### config.mk
export PLATFORM = sky130hd
export DESIGN_NAME = bpa_arbiter
export DESIGN_NICKNAME = d
export VERILOG_FILES = /design/src/inc/bpa_pkg.sv /design/src/core/bpa_arbiter.sv /design/src/core/bpa_wait_counter.sv
export SDC_FILE = /design/constraint.sdc
export NUM_CORES = 1
export LEC_CHECK = 0
export BUFFER_PORTS_ARGS = -buffer_cell sky130_fd_sc_hd__buf_4
export CAP_MARGIN = 20
export CORE_ASPECT_RATIO = 0.8
export CORE_MARGIN = 10
export CORE_UTILIZATION = 64
export DETAILED_ROUTE_END_ITERATION = 6
export GPL_ROUTABILITY_DRIVEN = 1
export PLACE_DENSITY = 0.91
export REMOVE_ABC_BUFFERS = 1
export SLEW_MARGIN = 10
export SYNTH_ARGS = -nofsm -noshare
export SYNTH_HDL_FRONTEND = slang
export SYNTH_HIERARCHICAL = 1
export SYNTH_SLANG_ARGS = --single-unit
export TNS_END_PERCENT = 10
### constraint.sdc
create_clock -name aclk -period 21.5 [get_ports aclk]
set_input_delay 4.3 -clock aclk [delete_from_list [all_inputs] [get_ports aclk]]
set_output_delay 4.3 -clock aclk [all_outputs]
set_load 0.05 [all_outputs]
### src/inc/bpa_pkg.sv
// Operation
// - cpu arbitration word holds 3-bit priority in bits 18:16, 0 highest, 7 lowest
// - programmed levels order requests; level 8 exists for dma lanes, not cpu field
// - cpu arbitration word holds 6-bit maximum wait in bits 5:0
// - stall cycles counted on external-memory ticks, one tick per two cpu clocks
// - maximum wait zero: never force a grant, stall while higher levels contend
// - wait n gives one access per n+1 arbitration cycles under contention
// - user coherence setting governs user writeback and invalidate commands
// - global user coherence requests always win as top level
// - block user coherence requests rank below every other request until their wait boosts them
// - user coherence word has no priority field, priorities are fixed
// - user coherence wait applies to block operations only, global ignores it
// - user coherence words exist for level-1 data and level-2 only
// - coherence caused by cpu or dma uses the causing lane's settings
// - per-request contention counter counts blocked ticks, clears when granted
// - counter at maximum wait boosts request to level 0 for a grant
// - among contenders the lowest numeric level is granted
package bpa_pkg;
    localparam int NUM_RES = 3;
    localparam int NUM_REQ = 5;
    localparam int NUM_UC = 2;
    localparam int RES_L1D = 0;
    localparam int RES_L2 = 1;
    localparam int RES_EXT = 2;
    localparam int REQ_UC_GLOBAL = 0;
    localparam int REQ_CPU = 1;
    localparam int REQ_IDMA = 2;
    localparam int REQ_SDMA = 3;
    localparam int REQ_UC_BLOCK = 4;
    localparam int IDX_W = 3;
    localparam int LVL_W = 4;
    localparam logic [LVL_W-1:0] LVL_BOOST = 4'h0;
    localparam logic [LVL_W-1:0] LVL_OFFSET = 4'h1;
    localparam logic [LVL_W-1:0] LVL_MAX_PROG = 4'h8;
    localparam logic [LVL_W-1:0] LVL_UC_BLOCK = 4'hA;
    localparam logic [LVL_W-1:0] LVL_NONE = 4'hF;
    localparam int PRI_LSB = 16;
    localparam int PRI_W = 3;
    localparam int WAIT_LSB = 0;
    localparam int WAIT_W = 6;
    localparam logic [31:0] CPU_ARB_WMASK = 32'h0007_003F;
    localparam logic [31:0] UC_ARB_WMASK = 32'h0000_003F;
    localparam logic [PRI_W-1:0] CPU_PRI_RESET = 3'h1;
    localparam logic [WAIT_W-1:0] CPU_WAIT_RESET = 6'h10;
    localparam logic [WAIT_W-1:0] UC_WAIT_RESET = 6'h20;
    localparam logic [WAIT_W-1:0] IDMA_WAIT_DEFAULT = 6'h10;
    localparam logic [WAIT_W-1:0] SDMA_WAIT_DEFAULT = 6'h01;
    localparam logic [WAIT_W-1:0] WAIT_NONE = 6'h00;
    localparam int CPU_CLKS_PER_EMC = 2;
    localparam int ADDR_W = 8;
    localparam logic [ADDR_W-1:0] OFF_CPU_L1D = 8'h00;
    localparam logic [ADDR_W-1:0] OFF_CPU_L2 = 8'h04;
    localparam logic [ADDR_W-1:0] OFF_CPU_EXT = 8'h08;
    localparam logic [ADDR_W-1:0] OFF_UC_L1D = 8'h0C;
    localparam logic [ADDR_W-1:0] OFF_UC_L2 = 8'h10;
    localparam logic [ADDR_W-1:0] OFF_STATUS = 8'h14;
    localparam int STAT_STRIDE = 8;
    localparam int STAT_BOOST_BIT = 3;
    localparam int STAT_SEEN_BIT = 4;
    localparam logic [1:0] RESP_OKAY = 2'b00;
    localparam logic [1:0] RESP_SLVERR = 2'b10;
endpackage : bpa_pkg
### src/core/bpa_arbiter.sv
`timescale 1ns/100ps
module bpa_arbiter #(
    parameter logic [bpa_pkg::WAIT_W-1:0] IDMA_MAX_WAIT = bpa_pkg::IDMA_WAIT_DEFAULT,
    parameter logic [bpa_pkg::WAIT_W-1:0] SDMA_MAX_WAIT = bpa_pkg::SDMA_WAIT_DEFAULT,
    parameter int EMC_DIV = bpa_pkg::CPU_CLKS_PER_EMC
) (
    // clock and reset
    input wire logic aclk,
    input wire logic aresetn,
    // axi4-lite write address
    input wire logic [bpa_pkg::ADDR_W-1:0] s_axi_awaddr,
    input wire logic s_axi_awvalid,
    output logic s_axi_awready,
    // axi4-lite write data
    input wire logic [31:0] s_axi_wdata,
    input wire logic [3:0] s_axi_wstrb,
    input wire logic s_axi_wvalid,
    output logic s_axi_wready,
    // axi4-lite write response
    output logic [1:0] s_axi_bresp,
    output logic s_axi_bvalid,
    input wire logic s_axi_bready,
    // axi4-lite read address
    input wire logic [bpa_pkg::ADDR_W-1:0] s_axi_araddr,
    input wire logic s_axi_arvalid,
    output logic s_axi_arready,
    // axi4-lite read data
    output logic [31:0] s_axi_rdata,
    output logic [1:0] s_axi_rresp,
    output logic s_axi_rvalid,
    input wire logic s_axi_rready,
    // requestors, one lane per resource and requestor
    input wire logic [bpa_pkg::NUM_RES*bpa_pkg::NUM_REQ-1:0] req,
    input wire logic [bpa_pkg::NUM_RES*bpa_pkg::LVL_W-1:0] idma_pri,
    input wire logic [bpa_pkg::NUM_RES*bpa_pkg::LVL_W-1:0] sdma_pri,
    // grants
    output logic [bpa_pkg::NUM_RES*bpa_pkg::NUM_REQ-1:0] grant,
    output logic [bpa_pkg::NUM_RES-1:0] grant_boosted
);
    localparam int DIV_W = (EMC_DIV > 1) ? $clog2(EMC_DIV) : 1;
    localparam logic [DIV_W-1:0] DIV_LAST = DIV_W'(EMC_DIV - 1);
    localparam logic [DIV_W-1:0] DIV_ONE = DIV_W'(1);

    // external-memory tick
    logic [DIV_W-1:0] div_cnt;
    logic tick;

    // arbitration registers
    logic [31:0] cpu_arb [bpa_pkg::NUM_RES];
    logic [31:0] uc_arb [bpa_pkg::NUM_UC];

    // last grant per resource
    logic [bpa_pkg::IDX_W-1:0] last_idx [bpa_pkg::NUM_RES];
    logic [bpa_pkg::NUM_RES-1:0] last_boost;
    logic [bpa_pkg::NUM_RES-1:0] seen;
    logic [bpa_pkg::NUM_REQ-1:0] grant_q [bpa_pkg::NUM_RES];

    // bus state
    logic aw_held;
    logic w_held;
    logic [bpa_pkg::ADDR_W-1:0] aw_addr_q;
    logic [31:0] w_data_q;
    logic [3:0] w_strb_q;
    logic commit;
    logic [31:0] status_word;
    logic [31:0] next_rdata;
    logic [1:0] next_rresp;
    logic [1:0] next_bresp;

    function automatic logic [31:0] bpa_merge(input logic [31:0] old_v, input logic [31:0] new_v,
                                              input logic [3:0] strb, input logic [31:0] mask);
        logic [31:0] res;
        res = old_v;
        for (int b = 0; b < 4; b++) begin
            if (strb[b]) begin
                res[8*b +: 8] = new_v[8*b +: 8];
            end
        end
        return res & mask;
    endfunction : bpa_merge

    // one arbitration cycle per external-memory clock
    always_ff @(posedge aclk) begin
        if (!aresetn) begin
            div_cnt <= '0;
        end else if (div_cnt == DIV_LAST) begin
            div_cnt <= '0;
        end else begin
            div_cnt <= div_cnt + DIV_ONE;
        end
    end

    assign tick = (div_cnt == DIV_LAST);

    // write channel acceptance, either order
    always_ff @(posedge aclk) begin
        if (!aresetn) begin
            s_axi_awready <= 1'b0;
        end else if (s_axi_awready && s_axi_awvalid) begin
            s_axi_awready <= 1'b0;
        end else if (!aw_held && !s_axi_bvalid) begin
            s_axi_awready <= 1'b1;
        end
    end

    always_ff @(posedge aclk) begin
        if (!aresetn) begin
            s_axi_wready <= 1'b0;
        end else if (s_axi_wready && s_axi_wvalid) begin
            s_axi_wready <= 1'b0;
        end else if (!w_held && !s_axi_bvalid) begin
            s_axi_wready <= 1'b1;
        end
    end

    always_ff @(posedge aclk) begin
        if (!aresetn) begin
            aw_held <= 1'b0;
            aw_addr_q <= '0;
        end else if (s_axi_awready && s_axi_awvalid) begin
            aw_held <= 1'b1;
            aw_addr_q <= s_axi_awaddr;
        end else if (commit) begin
            aw_held <= 1'b0;
        end
    end

    always_ff @(posedge aclk) begin
        if (!aresetn) begin
            w_held <= 1'b0;
            w_data_q <= '0;
            w_strb_q <= '0;
        end else if (s_axi_wready && s_axi_wvalid) begin
            w_held <= 1'b1;
            w_data_q <= s_axi_wdata;
            w_strb_q <= s_axi_wstrb;
        end else if (commit) begin
            w_held <= 1'b0;
        end
    end

    assign commit = aw_held && w_held && !s_axi_bvalid;

    always_comb begin
        unique case ({aw_addr_q[bpa_pkg::ADDR_W-1:2], 2'b00})
            bpa_pkg::OFF_CPU_L1D, bpa_pkg::OFF_CPU_L2, bpa_pkg::OFF_CPU_EXT,
            bpa_pkg::OFF_UC_L1D, bpa_pkg::OFF_UC_L2, bpa_pkg::OFF_STATUS: begin
                next_bresp = bpa_pkg::RESP_OKAY;
            end
            default: begin
                next_bresp = bpa_pkg::RESP_SLVERR;
            end
        endcase
    end

    always_ff @(posedge aclk) begin
        if (!aresetn) begin
            s_axi_bvalid <= 1'b0;
            s_axi_bresp <= bpa_pkg::RESP_OKAY;
        end else if (commit) begin
            s_axi_bvalid <= 1'b1;
            s_axi_bresp <= next_bresp;
        end else if (s_axi_bready) begin
            s_axi_bvalid <= 1'b0;
        end
    end

    // register storage; status is read-only, writes to it are dropped
    always_ff @(posedge aclk) begin
        if (!aresetn) begin
            for (int r = 0; r < bpa_pkg::NUM_RES; r++) begin
                cpu_arb[r] <= '0;
                cpu_arb[r][bpa_pkg::PRI_LSB +: bpa_pkg::PRI_W] <= bpa_pkg::CPU_PRI_RESET;
                cpu_arb[r][bpa_pkg::WAIT_LSB +: bpa_pkg::WAIT_W] <= bpa_pkg::CPU_WAIT_RESET;
            end
            for (int u = 0; u < bpa_pkg::NUM_UC; u++) begin
                uc_arb[u] <= '0;
                uc_arb[u][bpa_pkg::WAIT_LSB +: bpa_pkg::WAIT_W] <= bpa_pkg::UC_WAIT_RESET;
            end
        end else if (commit) begin
            unique case ({aw_addr_q[bpa_pkg::ADDR_W-1:2], 2'b00})
                bpa_pkg::OFF_CPU_L1D: begin
                    cpu_arb[bpa_pkg::RES_L1D] <= bpa_merge(cpu_arb[bpa_pkg::RES_L1D], w_data_q, w_strb_q,
                                                           bpa_pkg::CPU_ARB_WMASK);
                end
                bpa_pkg::OFF_CPU_L2: begin
                    cpu_arb[bpa_pkg::RES_L2] <= bpa_merge(cpu_arb[bpa_pkg::RES_L2], w_data_q, w_strb_q,
                                                          bpa_pkg::CPU_ARB_WMASK);
                end
                bpa_pkg::OFF_CPU_EXT: begin
                    cpu_arb[bpa_pkg::RES_EXT] <= bpa_merge(cpu_arb[bpa_pkg::RES_EXT], w_data_q, w_strb_q,
                                                           bpa_pkg::CPU_ARB_WMASK);
                end
                // no priority bits are kept in the coherence words
                bpa_pkg::OFF_UC_L1D: begin
                    uc_arb[bpa_pkg::RES_L1D] <= bpa_merge(uc_arb[bpa_pkg::RES_L1D], w_data_q, w_strb_q,
                                                          bpa_pkg::UC_ARB_WMASK);
                end
                bpa_pkg::OFF_UC_L2: begin
                    uc_arb[bpa_pkg::RES_L2] <= bpa_merge(uc_arb[bpa_pkg::RES_L2], w_data_q, w_strb_q,
                                                         bpa_pkg::UC_ARB_WMASK);
                end
                default: begin
                end
            endcase
        end
    end

    // read path
    always_comb begin
        status_word = '0;
        for (int r = 0; r < bpa_pkg::NUM_RES; r++) begin
            status_word[r*bpa_pkg::STAT_STRIDE +: bpa_pkg::IDX_W] = last_idx[r];
            status_word[r*bpa_pkg::STAT_STRIDE + bpa_pkg::STAT_BOOST_BIT] = last_boost[r];
            status_word[r*bpa_pkg::STAT_STRIDE + bpa_pkg::STAT_SEEN_BIT] = seen[r];
        end
    end

    always_comb begin
        next_rresp = bpa_pkg::RESP_OKAY;
        unique case ({s_axi_araddr[bpa_pkg::ADDR_W-1:2], 2'b00})
            bpa_pkg::OFF_CPU_L1D: next_rdata = cpu_arb[bpa_pkg::RES_L1D];
            bpa_pkg::OFF_CPU_L2: next_rdata = cpu_arb[bpa_pkg::RES_L2];
            bpa_pkg::OFF_CPU_EXT: next_rdata = cpu_arb[bpa_pkg::RES_EXT];
            bpa_pkg::OFF_UC_L1D: next_rdata = uc_arb[bpa_pkg::RES_L1D];
            bpa_pkg::OFF_UC_L2: next_rdata = uc_arb[bpa_pkg::RES_L2];
            bpa_pkg::OFF_STATUS: next_rdata = status_word;
            default: begin
                next_rdata = '0;
                next_rresp = bpa_pkg::RESP_SLVERR;
            end
        endcase
    end

    always_ff @(posedge aclk) begin
        if (!aresetn) begin
            s_axi_arready <= 1'b0;
        end else if (s_axi_arready && s_axi_arvalid) begin
            s_axi_arready <= 1'b0;
        end else if (!s_axi_rvalid) begin
            s_axi_arready <= 1'b1;
        end
    end

    always_ff @(posedge aclk) begin
        if (!aresetn) begin
            s_axi_rvalid <= 1'b0;
            s_axi_rdata <= '0;
            s_axi_rresp <= bpa_pkg::RESP_OKAY;
        end else if (s_axi_arready && s_axi_arvalid) begin
            s_axi_rvalid <= 1'b1;
            s_axi_rdata <= next_rdata;
            s_axi_rresp <= next_rresp;
        end else if (s_axi_rready) begin
            s_axi_rvalid <= 1'b0;
        end
    end

    // per-resource arbitration
    for (genvar r = 0; r < bpa_pkg::NUM_RES; r++) begin : g_res
        logic [bpa_pkg::LVL_W-1:0] lvl [bpa_pkg::NUM_REQ];
        logic [bpa_pkg::NUM_REQ-1:0] boost;
        logic [bpa_pkg::NUM_REQ-1:0] live;
        logic [bpa_pkg::NUM_REQ-1:0] won;
        logic [bpa_pkg::WAIT_W-1:0] max_wait [bpa_pkg::NUM_REQ];
        logic [bpa_pkg::LVL_W-1:0] best_lvl;
        logic [bpa_pkg::IDX_W-1:0] best_idx;
        logic found;
        logic [bpa_pkg::PRI_W-1:0] cpu_pri;
        logic [bpa_pkg::LVL_W-1:0] idma_lvl;
        logic [bpa_pkg::LVL_W-1:0] sdma_lvl;
        logic [bpa_pkg::WAIT_W-1:0] uc_wait;

        // the external controller takes no user coherence requests
        if (r == bpa_pkg::RES_EXT) begin : g_no_uc
            assign uc_wait = bpa_pkg::WAIT_NONE;
            assign live = req[r*bpa_pkg::NUM_REQ +: bpa_pkg::NUM_REQ] &
                          ~(bpa_pkg::NUM_REQ'(1) << bpa_pkg::REQ_UC_GLOBAL) &
                          ~(bpa_pkg::NUM_REQ'(1) << bpa_pkg::REQ_UC_BLOCK);
        end else begin : g_uc
            assign uc_wait = uc_arb[r][bpa_pkg::WAIT_LSB +: bpa_pkg::WAIT_W];
            assign live = req[r*bpa_pkg::NUM_REQ +: bpa_pkg::NUM_REQ];
        end

        assign cpu_pri = cpu_arb[r][bpa_pkg::PRI_LSB +: bpa_pkg::PRI_W];
        // dma lanes may ask for level 8; anything beyond is clamped to it
        assign idma_lvl = ((idma_pri[r*bpa_pkg::LVL_W +: bpa_pkg::LVL_W] > bpa_pkg::LVL_MAX_PROG) ?
                           bpa_pkg::LVL_MAX_PROG : idma_pri[r*bpa_pkg::LVL_W +: bpa_pkg::LVL_W]) +
                          bpa_pkg::LVL_OFFSET;
        assign sdma_lvl = ((sdma_pri[r*bpa_pkg::LVL_W +: bpa_pkg::LVL_W] > bpa_pkg::LVL_MAX_PROG) ?
                           bpa_pkg::LVL_MAX_PROG : sdma_pri[r*bpa_pkg::LVL_W +: bpa_pkg::LVL_W]) +
                          bpa_pkg::LVL_OFFSET;

        // coherence raised by cpu or dma traffic arrives on that lane, with its settings
        assign max_wait[bpa_pkg::REQ_UC_GLOBAL] = bpa_pkg::WAIT_NONE;
        assign max_wait[bpa_pkg::REQ_CPU] = cpu_arb[r][bpa_pkg::WAIT_LSB +: bpa_pkg::WAIT_W];
        assign max_wait[bpa_pkg::REQ_IDMA] = IDMA_MAX_WAIT;
        assign max_wait[bpa_pkg::REQ_SDMA] = SDMA_MAX_WAIT;
        assign max_wait[bpa_pkg::REQ_UC_BLOCK] = uc_wait;

        assign lvl[bpa_pkg::REQ_UC_GLOBAL] = bpa_pkg::LVL_BOOST;
        assign lvl[bpa_pkg::REQ_CPU] = boost[bpa_pkg::REQ_CPU] ? bpa_pkg::LVL_BOOST :
                                       {1'b0, cpu_pri} + bpa_pkg::LVL_OFFSET;
        assign lvl[bpa_pkg::REQ_IDMA] = boost[bpa_pkg::REQ_IDMA] ? bpa_pkg::LVL_BOOST : idma_lvl;
        assign lvl[bpa_pkg::REQ_SDMA] = boost[bpa_pkg::REQ_SDMA] ? bpa_pkg::LVL_BOOST : sdma_lvl;
        assign lvl[bpa_pkg::REQ_UC_BLOCK] = boost[bpa_pkg::REQ_UC_BLOCK] ? bpa_pkg::LVL_BOOST :
                                            bpa_pkg::LVL_UC_BLOCK;

        // ties go to the lower lane index, so global coherence beats a boosted lane
        always_comb begin
            best_lvl = bpa_pkg::LVL_NONE;
            best_idx = '0;
            found = 1'b0;
            for (int q = 0; q < bpa_pkg::NUM_REQ; q++) begin
                if (live[q] && (!found || (lvl[q] < best_lvl))) begin
                    best_lvl = lvl[q];
                    best_idx = bpa_pkg::IDX_W'(q);
                    found = 1'b1;
                end
            end
        end

        for (genvar q = 0; q < bpa_pkg::NUM_REQ; q++) begin : g_req
            assign won[q] = tick && found && (best_idx == bpa_pkg::IDX_W'(q));

            bpa_wait_counter u_wait (
                .aclk(aclk),
                .aresetn(aresetn),
                .tick(tick),
                .req(live[q]),
                .won(won[q]),
                .max_wait(max_wait[q]),
                .boost(boost[q])
            );
        end

        always_ff @(posedge aclk) begin
            if (!aresetn) begin
                grant_q[r] <= '0;
                grant_boosted[r] <= 1'b0;
            end else begin
                grant_q[r] <= won;
                grant_boosted[r] <= tick && found && boost[best_idx];
            end
        end

        always_ff @(posedge aclk) begin
            if (!aresetn) begin
                last_idx[r] <= '0;
                last_boost[r] <= 1'b0;
                seen[r] <= 1'b0;
            end else if (tick && found) begin
                last_idx[r] <= best_idx;
                last_boost[r] <= boost[best_idx];
                seen[r] <= 1'b1;
            end
        end

        assign grant[r*bpa_pkg::NUM_REQ +: bpa_pkg::NUM_REQ] = grant_q[r];
    end
endmodule : bpa_arbiter

### src/core/bpa_wait_counter.sv
`timescale 1ns/100ps
module bpa_wait_counter (
    // clock and reset
    input wire logic aclk,
    input wire logic aresetn,
    // arbitration tick and request state
    input wire logic tick,
    input wire logic req,
    input wire logic won,
    input wire logic [bpa_pkg::WAIT_W-1:0] max_wait,
    // forced grant request
    output logic boost
);
    logic [bpa_pkg::WAIT_W-1:0] count;
    localparam logic [bpa_pkg::WAIT_W-1:0] CNT_ONE = 6'h01;
    localparam logic [bpa_pkg::WAIT_W-1:0] CNT_SAT = 6'h3F;

    always_ff @(posedge aclk) begin
        if (!aresetn) begin
            count <= '0;
        end else if (tick) begin
            // a withdrawn request also clears, so stale stall never carries over
            if (!req || won) begin
                count <= '0;
            end else if (count != CNT_SAT) begin
                count <= count + CNT_ONE;
            end
        end
    end

    // zero code never forces a grant
    assign boost = req && (max_wait != bpa_pkg::WAIT_NONE) && (count >= max_wait);
endmodule : bpa_wait_counter

==> flow_summary.yaml, run 1 <==
run_status:
  status: "finished clean"
floorplanning:
  fp.dieH_um: 145.7
  core-area_sq_um: 19200
  ios: 157
  dieWidth_um: 177.2
  die_area_sq_um: 25820
  row_count: 45
  initial_core_util_pct: 65.87
global_route:
  grt_pass1_vias: 11130
  track_usage_pct: 23.96
  grt_max_degree: 56
  grt_pass1_wl_mm: 52.60
  gr-total-overflow: 0
  antenna_found_initial: 1
synthesis:
  synth_area_leaders: "dfxtp_1 (23%), ha_1 (12%), edfxtp_1 (11%)"
  avgSynthCellArea_sq_um: 8.645
  synthArstFlopShare_pct: 0
  ys_types: 76
  synth_edf_count: 47
  synth_seq_area_share_pct: 33.95
  ys.warnings.count: 6
  synth_top_area_share_pct: 22.79
  synth_area_sq_um: 12650
  synthFlopType: "dfxtp_1"
  synth_top_area_cell: "dfxtp_1"
  ys_ff_latch: 191
  syn-instance-count: 1463
cells_and_area:
  n_fill_cell: 1303
  multi_input_area_sq_um: 8005
  final_nets: 1865
  drive_gt1_share_pct: 12.50
  area_growth_pct: 14.47
  final_common_cell: "dfxtp_1"
  seq_area_sq_um: 4295
  layout_common_cells: "dfxtp_1 (143), inv_1 (124), ha_1 (124), nand2_1 (117), buf_4 (110)"
  antenna_cells: 0
worst_hold_path:
  hold_depth: 2
  hold_class: "flip-flop to flip-flop"
  min_from: "aw_addr_q[5]"
  worstHoldEndpoint: "aw_addr_q[5]"
timing:
  holdWs_ns: 0.4646
  final_max_slew_viol_count: 0
  fin_crit_ns: 11.43
  timing_hold_violations_final: 0
  worst_clock_skew_ns: 0.01022
  setup_violations: 0
  rsz0062_at_grt: "no"
  worst_pin_slew_ns: 1.067
  slew_headroom_pct: 28.19
  final.setup.tns_ns: 0
  clock.fmax_ghz: 0.08746
  finalCritPeriodShare_pct: 53.18
setup_path:
  cp.arrival_ns: 11.79
  cpMaxStageDelayCell: "nor3_1"
  reg2reg_setup_slack_ns: 12.89
  critPathMaxStageDelay_ns: 0.45
  critPathBufInv: 2
  worst-r2r-cell-count: 35
  worstPathRequired_ns: 21.86
  crit_type: "input pin to flip-flop"
  critPathTopFamily: "compound AO/OA/AOI/OAI gates"
  critPathCaptureType: "flip-flop"
  worstPathMaxFanout: 12
  r2r-start: "cpu_arb[0][0]"
  crit_path_start_kind: "input pin"
  reg2reg_to: "g_res[0].g_req[2].u_wait/count[2]"
route:
  vias: 11460
  detail-route-antenna-nets: 0
  drtIter0Drc: 962
  drc: 0
  firstDrtPassIters: 6
  vias_per_cell: 5.986
  wl_per_cell_um: 16.77
  wl_mm: 32.09
clocking:
  cts_max_path_buffers: 2
  post_cts_buffers: 0
  clkTransAtPathRegs_ns: 0.07
  root_buffer: "clkbuf_16"
  clkLatencyLatePin_ns: 0.43
  cts_resized: 0
  cts_hold_buf: 0
  clock_sinks: 191
  cts_htree_levels: 4
  cts_tree: "done"
  cts-buffers-inserted: 17
placement:
  port_buffers: 106
  dp_hpwl_mm: 23.98
  gp_congestion: 0.8895
power_and_ir_drop:
  ir_drop_mv: 0.04790
  leakage_nw: 6.314
  p_per_area_nw_per_um2: 60.22
flow_run:
  max-cap-violations: 0
==> per-stage QoR <==
step,power [mW],instance area (sq um),cells,worst slack [ns],utilization (%)
3_5_place_dp,0.5614,13910,1882,9.832,72.47
3_3_place_gp,0.5530,13910,1882,10.02,72.47
4_1_cts,0.8687,14480,1914,10.24,75.41
2_1_floorplan,0.5113,12760,1514,10.87,-
5_1_grt,0.9061,14480,1914,9.729,75.41
6_report,0.8719,14480,1914,10.07,75.41
==> metal layers <==
metal  share of wire (%)  track usage (%)
met1                  42            29.97
met2                  48            40.23
met5               0.041                0
met4                 1.9            7.176
met3                 7.5            5.153
==> power breakdown <==
group,switching [mW],leakage [nW],internal [mW],total [mW]
Combinational,0.102,4.40,0.0642,0.166
Clock,0.146,0.276,0.167,0.313
Sequential,0.0126,1.64,0.380,0.392
==> sequential cells by signal (all words and copies together), names as in the netlist, 2 cells and up <==
signal                    count
uc_arb                       12
g_res.g_req.u_wait/count     78
aw_addr_q                     6
seen                          3
grant_boosted                 3
cpu_arb                      27
grant_q                      14
last_boost                    3
w_data_q                      9
last_idx                      8
s_axi_rdata                  16
w_strb_q                      2
==> cells in the mapped netlist, types with 4 or more instances <==
master     number
a22o_1          8
nand4b_2       13
a31oi_1        37
o21a_1         13
nand2_1       117
clkbuf_1       26
ha_1          124
o21ai_0        87
o31a_1         16
and2b_4        13
nand2b_1       27
and4_1         26
nor3_2         13
dfxtp_1       144
inv_1         124
nor2b_1        30
a2111oi_2      13
and2_1         40
and3_1          4
o21bai_1       14
a21oi_1        37
o31ai_1         7
or3_1           6
buf_4          19
o21ai_1        30
a211oi_1        4
nor3_1         57
xnor2_1        20
o211ai_1       14
nor4_1         17
mux2i_1        31
edfxtp_1       47
nand3_1        81
a21boi_0       29
nor2_1        101
or2_1          13
==> layout make-up <==
type                    instances  share of cell area [%]
clock buffers                  20                   3.163
clock inverters                12                  0.7260
inverters                     124                   3.215
multi-input cells            1199                   55.29
flip-flops and latches        191                   29.67
well taps                     258                   2.230
repair buffers                110                   5.704
==> logic make-up (layout without fill, tap and decap cells) <==
family,Yosys count,in the layout,synth area share [%]
adders and majority gates,124,124,12.27
other,2,100,0.05938
muxes,34,34,2.721
xor gates and xnor gates,22,22,1.524
AOI/OAI and AO/OA,346,346,18.71
DFF,191,191,33.95
and+or+nand+nor,573,573,25.11
buffers and inverters,171,266,5.659
==> worst max path at each step <==
stage | start | endpoint | slack, ns | depth (start not counted)
global placement | req[1] | g_res[0].g_req[2].u_wait/count[2] | 10.02 | 34
floorplan | req[1] | g_res[0].g_req[0].u_wait/count[2] | 10.87 | 33
finish | req[1] | g_res[0].g_req[2].u_wait/count[2] | 10.07 | 34
CTS | req[1] | g_res[0].g_req[2].u_wait/count[2] | 10.24 | 34
global route | req[1] | g_res[0].g_req[0].u_wait/count[2] | 9.73 | 34
detailed placement | req[1] | g_res[0].g_req[0].u_wait/count[2] | 9.83 | 34
==> worst register-to-register path: cells and delay by family (launching register included) <==
| kind | cells | cell delay, ns |
|---|---|---|
| compound gates | 15 | 3.69 |
| simple gates | 14 | 2.90 |
| fa+ha+maj | 5 | 1.43 |
| flops | 1 | 0.42 |
| buf+inv | 1 | 0.07 |
(Power assumes the default switching activity.)
==> inputs of run 2 (changes only) <==
- CORE_UTILIZATION: 64 -> 60
- PLACE_DENSITY: 0.91 -> 0.86
- clock period: 21.5 -> 10.94 ns (I/O delays scaled with it)
==> flow_summary.yaml, run 2 (same netlist as run 1, synthesis figures left out) <==
timing:
  timing.final.ws_setup_ns: 1.613
  worst_pin_slew_ns: 1.073
  worst_clock_skew_ns: 0.01169
  final.setup.tns_ns: 0
  slew_headroom_pct: 27.70
  finalCritPeriodShare_pct: 85.26
  rsz0062_at_grt: "no"
  clock.fmax_ghz: 0.1072
  fin_crit_ns: 9.327
  final_max_slew_viol_count: 0
  holdWs_ns: 0.4645
  timing_hold_violations_final: 0
  setup_violations: 0
global_route:
  grt_max_degree: 90
  use_met2_pct: 37.00
  antenna_found_initial: 0
  gr-total-overflow: 0
  track_usage_pct: 21.56
  met1_usage_pct: 27.68
  grt_busiest_layer: "met2"
  grt_pass1_wl_mm: 50.11
  grt_use_met3_pct: 3.909
  grt_pass1_vias: 10470
placement:
  gp_congestion: 0.9046
  port_buffers: 106
  place_area_sq_um: 13930
  dp_hpwl_mm: 22.91
  place_inst: 1893
  dp_slack_ns: 1.321
route:
  wl_mm: 30.43
  wl_per_cell_um: 15.80
  vias_per_cell: 5.777
  firstDrtPassIters: 6
  drtIter0Drc: 974
  detail-route-antenna-nets: 0
  vias: 11130
  drc: 0
floorplanning:
  fp.dieH_um: 149.9
  die_area_sq_um: 27320
  dieWidth_um: 182.3
  ios: 157
  row_count: 47
  core-area_sq_um: 20700
  initial_core_util_pct: 61.10
clocking:
  clkLatencyLatePin_ns: 0.44
  cts_tree: "done"
  clock_sinks: 191
  cts_hold_buf: 0
  root_buffer: "clkbuf_16"
  post_cts_buffers: 0
  cts_resized: 0
  cts_max_path_buffers: 2
  cts-buffers-inserted: 17
  cts_htree_levels: 4
  clkTransAtPathRegs_ns: 0.07
power_and_ir_drop:
  leakage_nw: 6.318
  finalPower_mw: 1.715
  p_per_area_nw_per_um2: 118.2
  ir_drop_mv: 0.09465
flow_run:
  max-cap-violations: 0
setup_path:
  cp.arrival_ns: 9.65
  worstPathMaxFanout: 12
  cpMaxStageDelayCell: "nor3_1"
  critPathTopFamily: "compound AO/OA/AOI/OAI gates"
  crit_type: "input pin to flip-flop"
  worstPathRequired_ns: 11.26
  critPathMaxStageDelay_ns: 0.45
  crit_path_start_kind: "input pin"
  critPathCaptureType: "flip-flop"
  critPathBufInv: 2
cells_and_area:
  final_core_util_pct: 70.08
  area_growth_pct: 14.70
  n_fill_cell: 1572
  drive_gt1_share_pct: 12.31
  fin_area_sq_um: 14510
  antenna_cells: 0
  layout.cells.non_filler: 1926
  final_nets: 1866
  largest_reg_flops: 78
  largest-register: "g_res.g_req.u_wait/count"
  layout_common_cells: "dfxtp_1 (143), inv_1 (124), ha_1 (124), nand2_1 (117), buf_4 (110)"
  top_regs: "g_res.g_req.u_wait/count x78, cpu_arb x27, s_axi_rdata x16"
  final_common_cell: "dfxtp_1"
run_status:
  status: "finished clean"
worst_hold_path:
  hold_class: "flip-flop to flip-flop"
## run 2: cell types whose count changed in the layout (fill, tap and decap cells not counted)
cell        previous run  this run
bufinv_16              1         2
clkbuf_1               2         3
clkbuf_16             18        17
clkbuf_2               0         1
clkinv_1               0         3
clkinv_2               5         0
clkinv_4               0         3
clkinvlp_4             2         1
inv_6                  4         1
inv_8                  0         2
o21ai_0               86        87
o21ai_1               31        30
## run 2: metal layers
metal	up-vias	share of wire (%)
li1	5543	-
met1	5156	44
met2	384	48
met3	44	6.4
met4	0	1.4
met5	-	0
## run 2: layout make-up
class,count,area (sq um),share of cell area (%)
inverter,124,465.4,3.209
clock inverter,12,136.4,0.9401
clock buffer,20,436.7,3.010
timing repair buffer,111,830.8,5.727
sequential,191,4295,29.61
multi-input combinational,1199,8005,55.18
tap,269,336.6,2.320
## run 2: where the power goes
group / switching (mW) / total [mW] / internal, mW
Combinational: 0.201 / 0.327 / 0.126
Clock: 0.280 / 0.620 / 0.339
Sequential: 0.0216 / 0.768 / 0.747
Total: 0.503 / 1.71 / 1.21
## run 2: path summary, 6_finish.rpt
kind                  from                                end  slack, ns  cells past startpoint
max                 req[1]  g_res[0].g_req[4].u_wait/count[3]       1.61                     34
min           aw_addr_q[7]                       aw_addr_q[7]       0.46                      2
max reg2reg  cpu_arb[0][0]  g_res[0].g_req[4].u_wait/count[3]       2.33                     35
min reg2reg   aw_addr_q[7]                       aw_addr_q[7]       0.46                      2
## run 2: worst register-to-register path: cells and delay by family, from the launching register on
family	cells	cell delay [ns]
compound gates	18	4.33
simple gates	11	2.23
fa+ha+maj	5	1.42
flops	1	0.43
buf+inv	1	0.08
==> inputs of run 3 (changes only) <==
- CORE_UTILIZATION: 60 -> 54
- CTS_CLUSTER_SIZE: unset -> 20
- PLACE_DENSITY: 0.86 -> 0.82
- clock period: 10.94 -> 8.3 ns (I/O delays scaled with it)
==> flow_summary.yaml, run 3 (same netlist as run 1, synthesis figures left out) <==
floorplanning:
  fp.dieH_um: 156.9
  dieWidth_um: 191.1
  core-area_sq_um: 23210
  initial_core_util_pct: 54.49
  row_count: 50
  die_area_sq_um: 29980
  ios: 157
placement:
  port_buffers: 106
  dp_hpwl_mm: 23.48
  place_area_sq_um: 14100
  gp_congestion: 0.9009
  dp_slack_ns: -0.1328
timing:
  clock.fmax_ghz: 0.1264
  setup_violations: 0
  slew_headroom_pct: 39.27
  timing_hold_violations_final: 0
  holdWs_ns: 0.4658
  worst_pin_slew_ns: 0.9026
  timing.final.ws_setup_ns: 0.3862
  fin_crit_ns: 7.914
  worst_clock_skew_ns: 0.01316
  final_max_slew_viol_count: 0
  finalCritPeriodShare_pct: 95.35
  final.setup.tns_ns: 0
global_route:
  antenna_found_initial: 0
  grt_pass1_wl_mm: 50.73
  gr-total-overflow: 0
  track_usage_pct: 20.08
  grt_pass1_vias: 10790
  grt_max_degree: 90
cells_and_area:
  fin_area_sq_um: 14720
  final_core_util_pct: 63.40
  layout_common_cells: "dfxtp_1 (143), buf_4 (126), inv_1 (124), ha_1 (124), nand2_1 (117)"
  area_growth_pct: 16.35
  largest_reg_flops: 78
  final_nets: 1882
  largest-register: "g_res.g_req.u_wait/count"
  final_common_cell: "dfxtp_1"
  top_regs: "g_res.g_req.u_wait/count x78, cpu_arb x27, s_axi_rdata x16"
  antenna_cells: 0
  drive_gt1_share_pct: 13.75
clocking:
  root_buffer: "clkbuf_16"
  post_cts_buffers: 0
  cts_max_path_buffers: 2
  cts_tree: "done"
  clkTransAtPathRegs_ns: 0.08
  cts-buffers-inserted: 17
  cts_htree_levels: 4
  clock_sinks: 191
  clkLatencyLatePin_ns: 0.43
power_and_ir_drop:
  switching_power_uw: 699.0
  clock_power_share_pct: 35.6
  switching_share_pct: 30.80
  intPower_mw: 1.570
  pwr-share-comb_pct: 19.8
  p_seq_share_pct: 44.6
  leakage_nw: 6.413
  p_per_area_nw_per_um2: 154.2
  ir_drop_mv: 0.1299
route:
  wl_mm: 30.86
  drc: 0
  vias_per_cell: 5.654
  firstDrtPassIters: 6
  routed.top_layer: "met4"
  vias: 11220
  dr_wl_met2_mm: 14.86
  drtIter0Drc: 899
  met1Wirelength_mm: 13.61
  wl_per_cell_um: 15.54
  detail-route-antenna-nets: 0
  wl_met3_mm: 2.068
setup_path:
  worstPathRequired_ns: 8.66
  reg2reg_setup_slack_ns: 0.50
  crit_type: "input pin to flip-flop"
  critPathCaptureType: "flip-flop"
  crit_path_start_kind: "input pin"
  worstPathMaxFanout: 7
  cpMaxStageDelayCell: "a211oi_2"
  cp.arrival_ns: 8.27
  critPathMaxStageDelay_ns: 0.48
run_status:
  status: "finished clean"
worst_hold_path:
  hold_class: "flip-flop to flip-flop"
flow_run:
  max-cap-violations: 0
==> run 3: changes by cell type in the layout (fill, tap and decap cells not counted), moves of 3 or more <==
cell,before,now
clkbuf_1,3,0
inv_6,1,4
buf_4,110,126
clkinv_1,3,0
==> run 3: critical path: cells and delay by family <==
family	cells	cell delay [ns]
AOI/OAI and AO/OA	13	2.95
adders and majority gates	4	1.07
buffers and inverters	2	0.37
and+or+nand+nor	14	2.20
==> run 3: final timing paths <==
| kind | startpoint | end | cells after the start |
|---|---|---|---|
| worst max register to register | cpu_arb[0][9] | g_res[1].g_req[3].u_wait/count[2] | 34 |
| worst min-delay path | aw_addr_q[6] | aw_addr_q[6] | 2 |
| worst max-delay path | req[6] | g_res[1].g_req[3].u_wait/count[2] | 33 |
| worst min register to register | aw_addr_q[6] | aw_addr_q[6] | 2 |
==> run 3: through the flow <==
| stage | instances | total power [mW] |
|---|---|---|
| 6_report | 1985 | 2.269 |
| 5_1_grt | 1985 | 2.372 |
| 4_1_cts | 1984 | 2.270 |
| 3_5_place_dp | 1952 | 1.465 |
| 3_3_place_gp | 1952 | 1.449 |
| 2_1_floorplan | 1514 | 1.324 |
==> run 3: power groups by stage <==
stage	registers (mW)	clock network [mW]	logic (mW)
4_1_cts	1.01	0.821	0.437
5_1_grt	1.02	0.857	0.499
3_5_place_dp	1.03	0	0.432
2_1_floorplan	1.05	0	0.276
6_report	1.01	0.808	0.449
3_3_place_gp	1.03	0	0.417
==> run 3: per-layer routing <==
metal  up-vias  global-route usage [%]
li1       5592                       -
met1      5233                   25.87
met2       368                   34.08
met3        30                   3.692
met4         0                   4.679
met5         -                       0
==> run 3: layout make-up <==
cell class / count / area [sq um]
timing repair buffer: 127 / 950.9
multi-input combinational: 1199 / 8034
inverter: 124 / 465.4
clock buffer: 18 / 439.2
clock inverter: 14 / 140.1
tap: 312 / 390.4
sequential: 191 / 4295
fill: 1935 / 8494
==> run 3: repair_timing <==
item	in CTS	in global routing
setup endpoints to repair	0	42
gates resized for setup	0	8
hold buffers	0	0
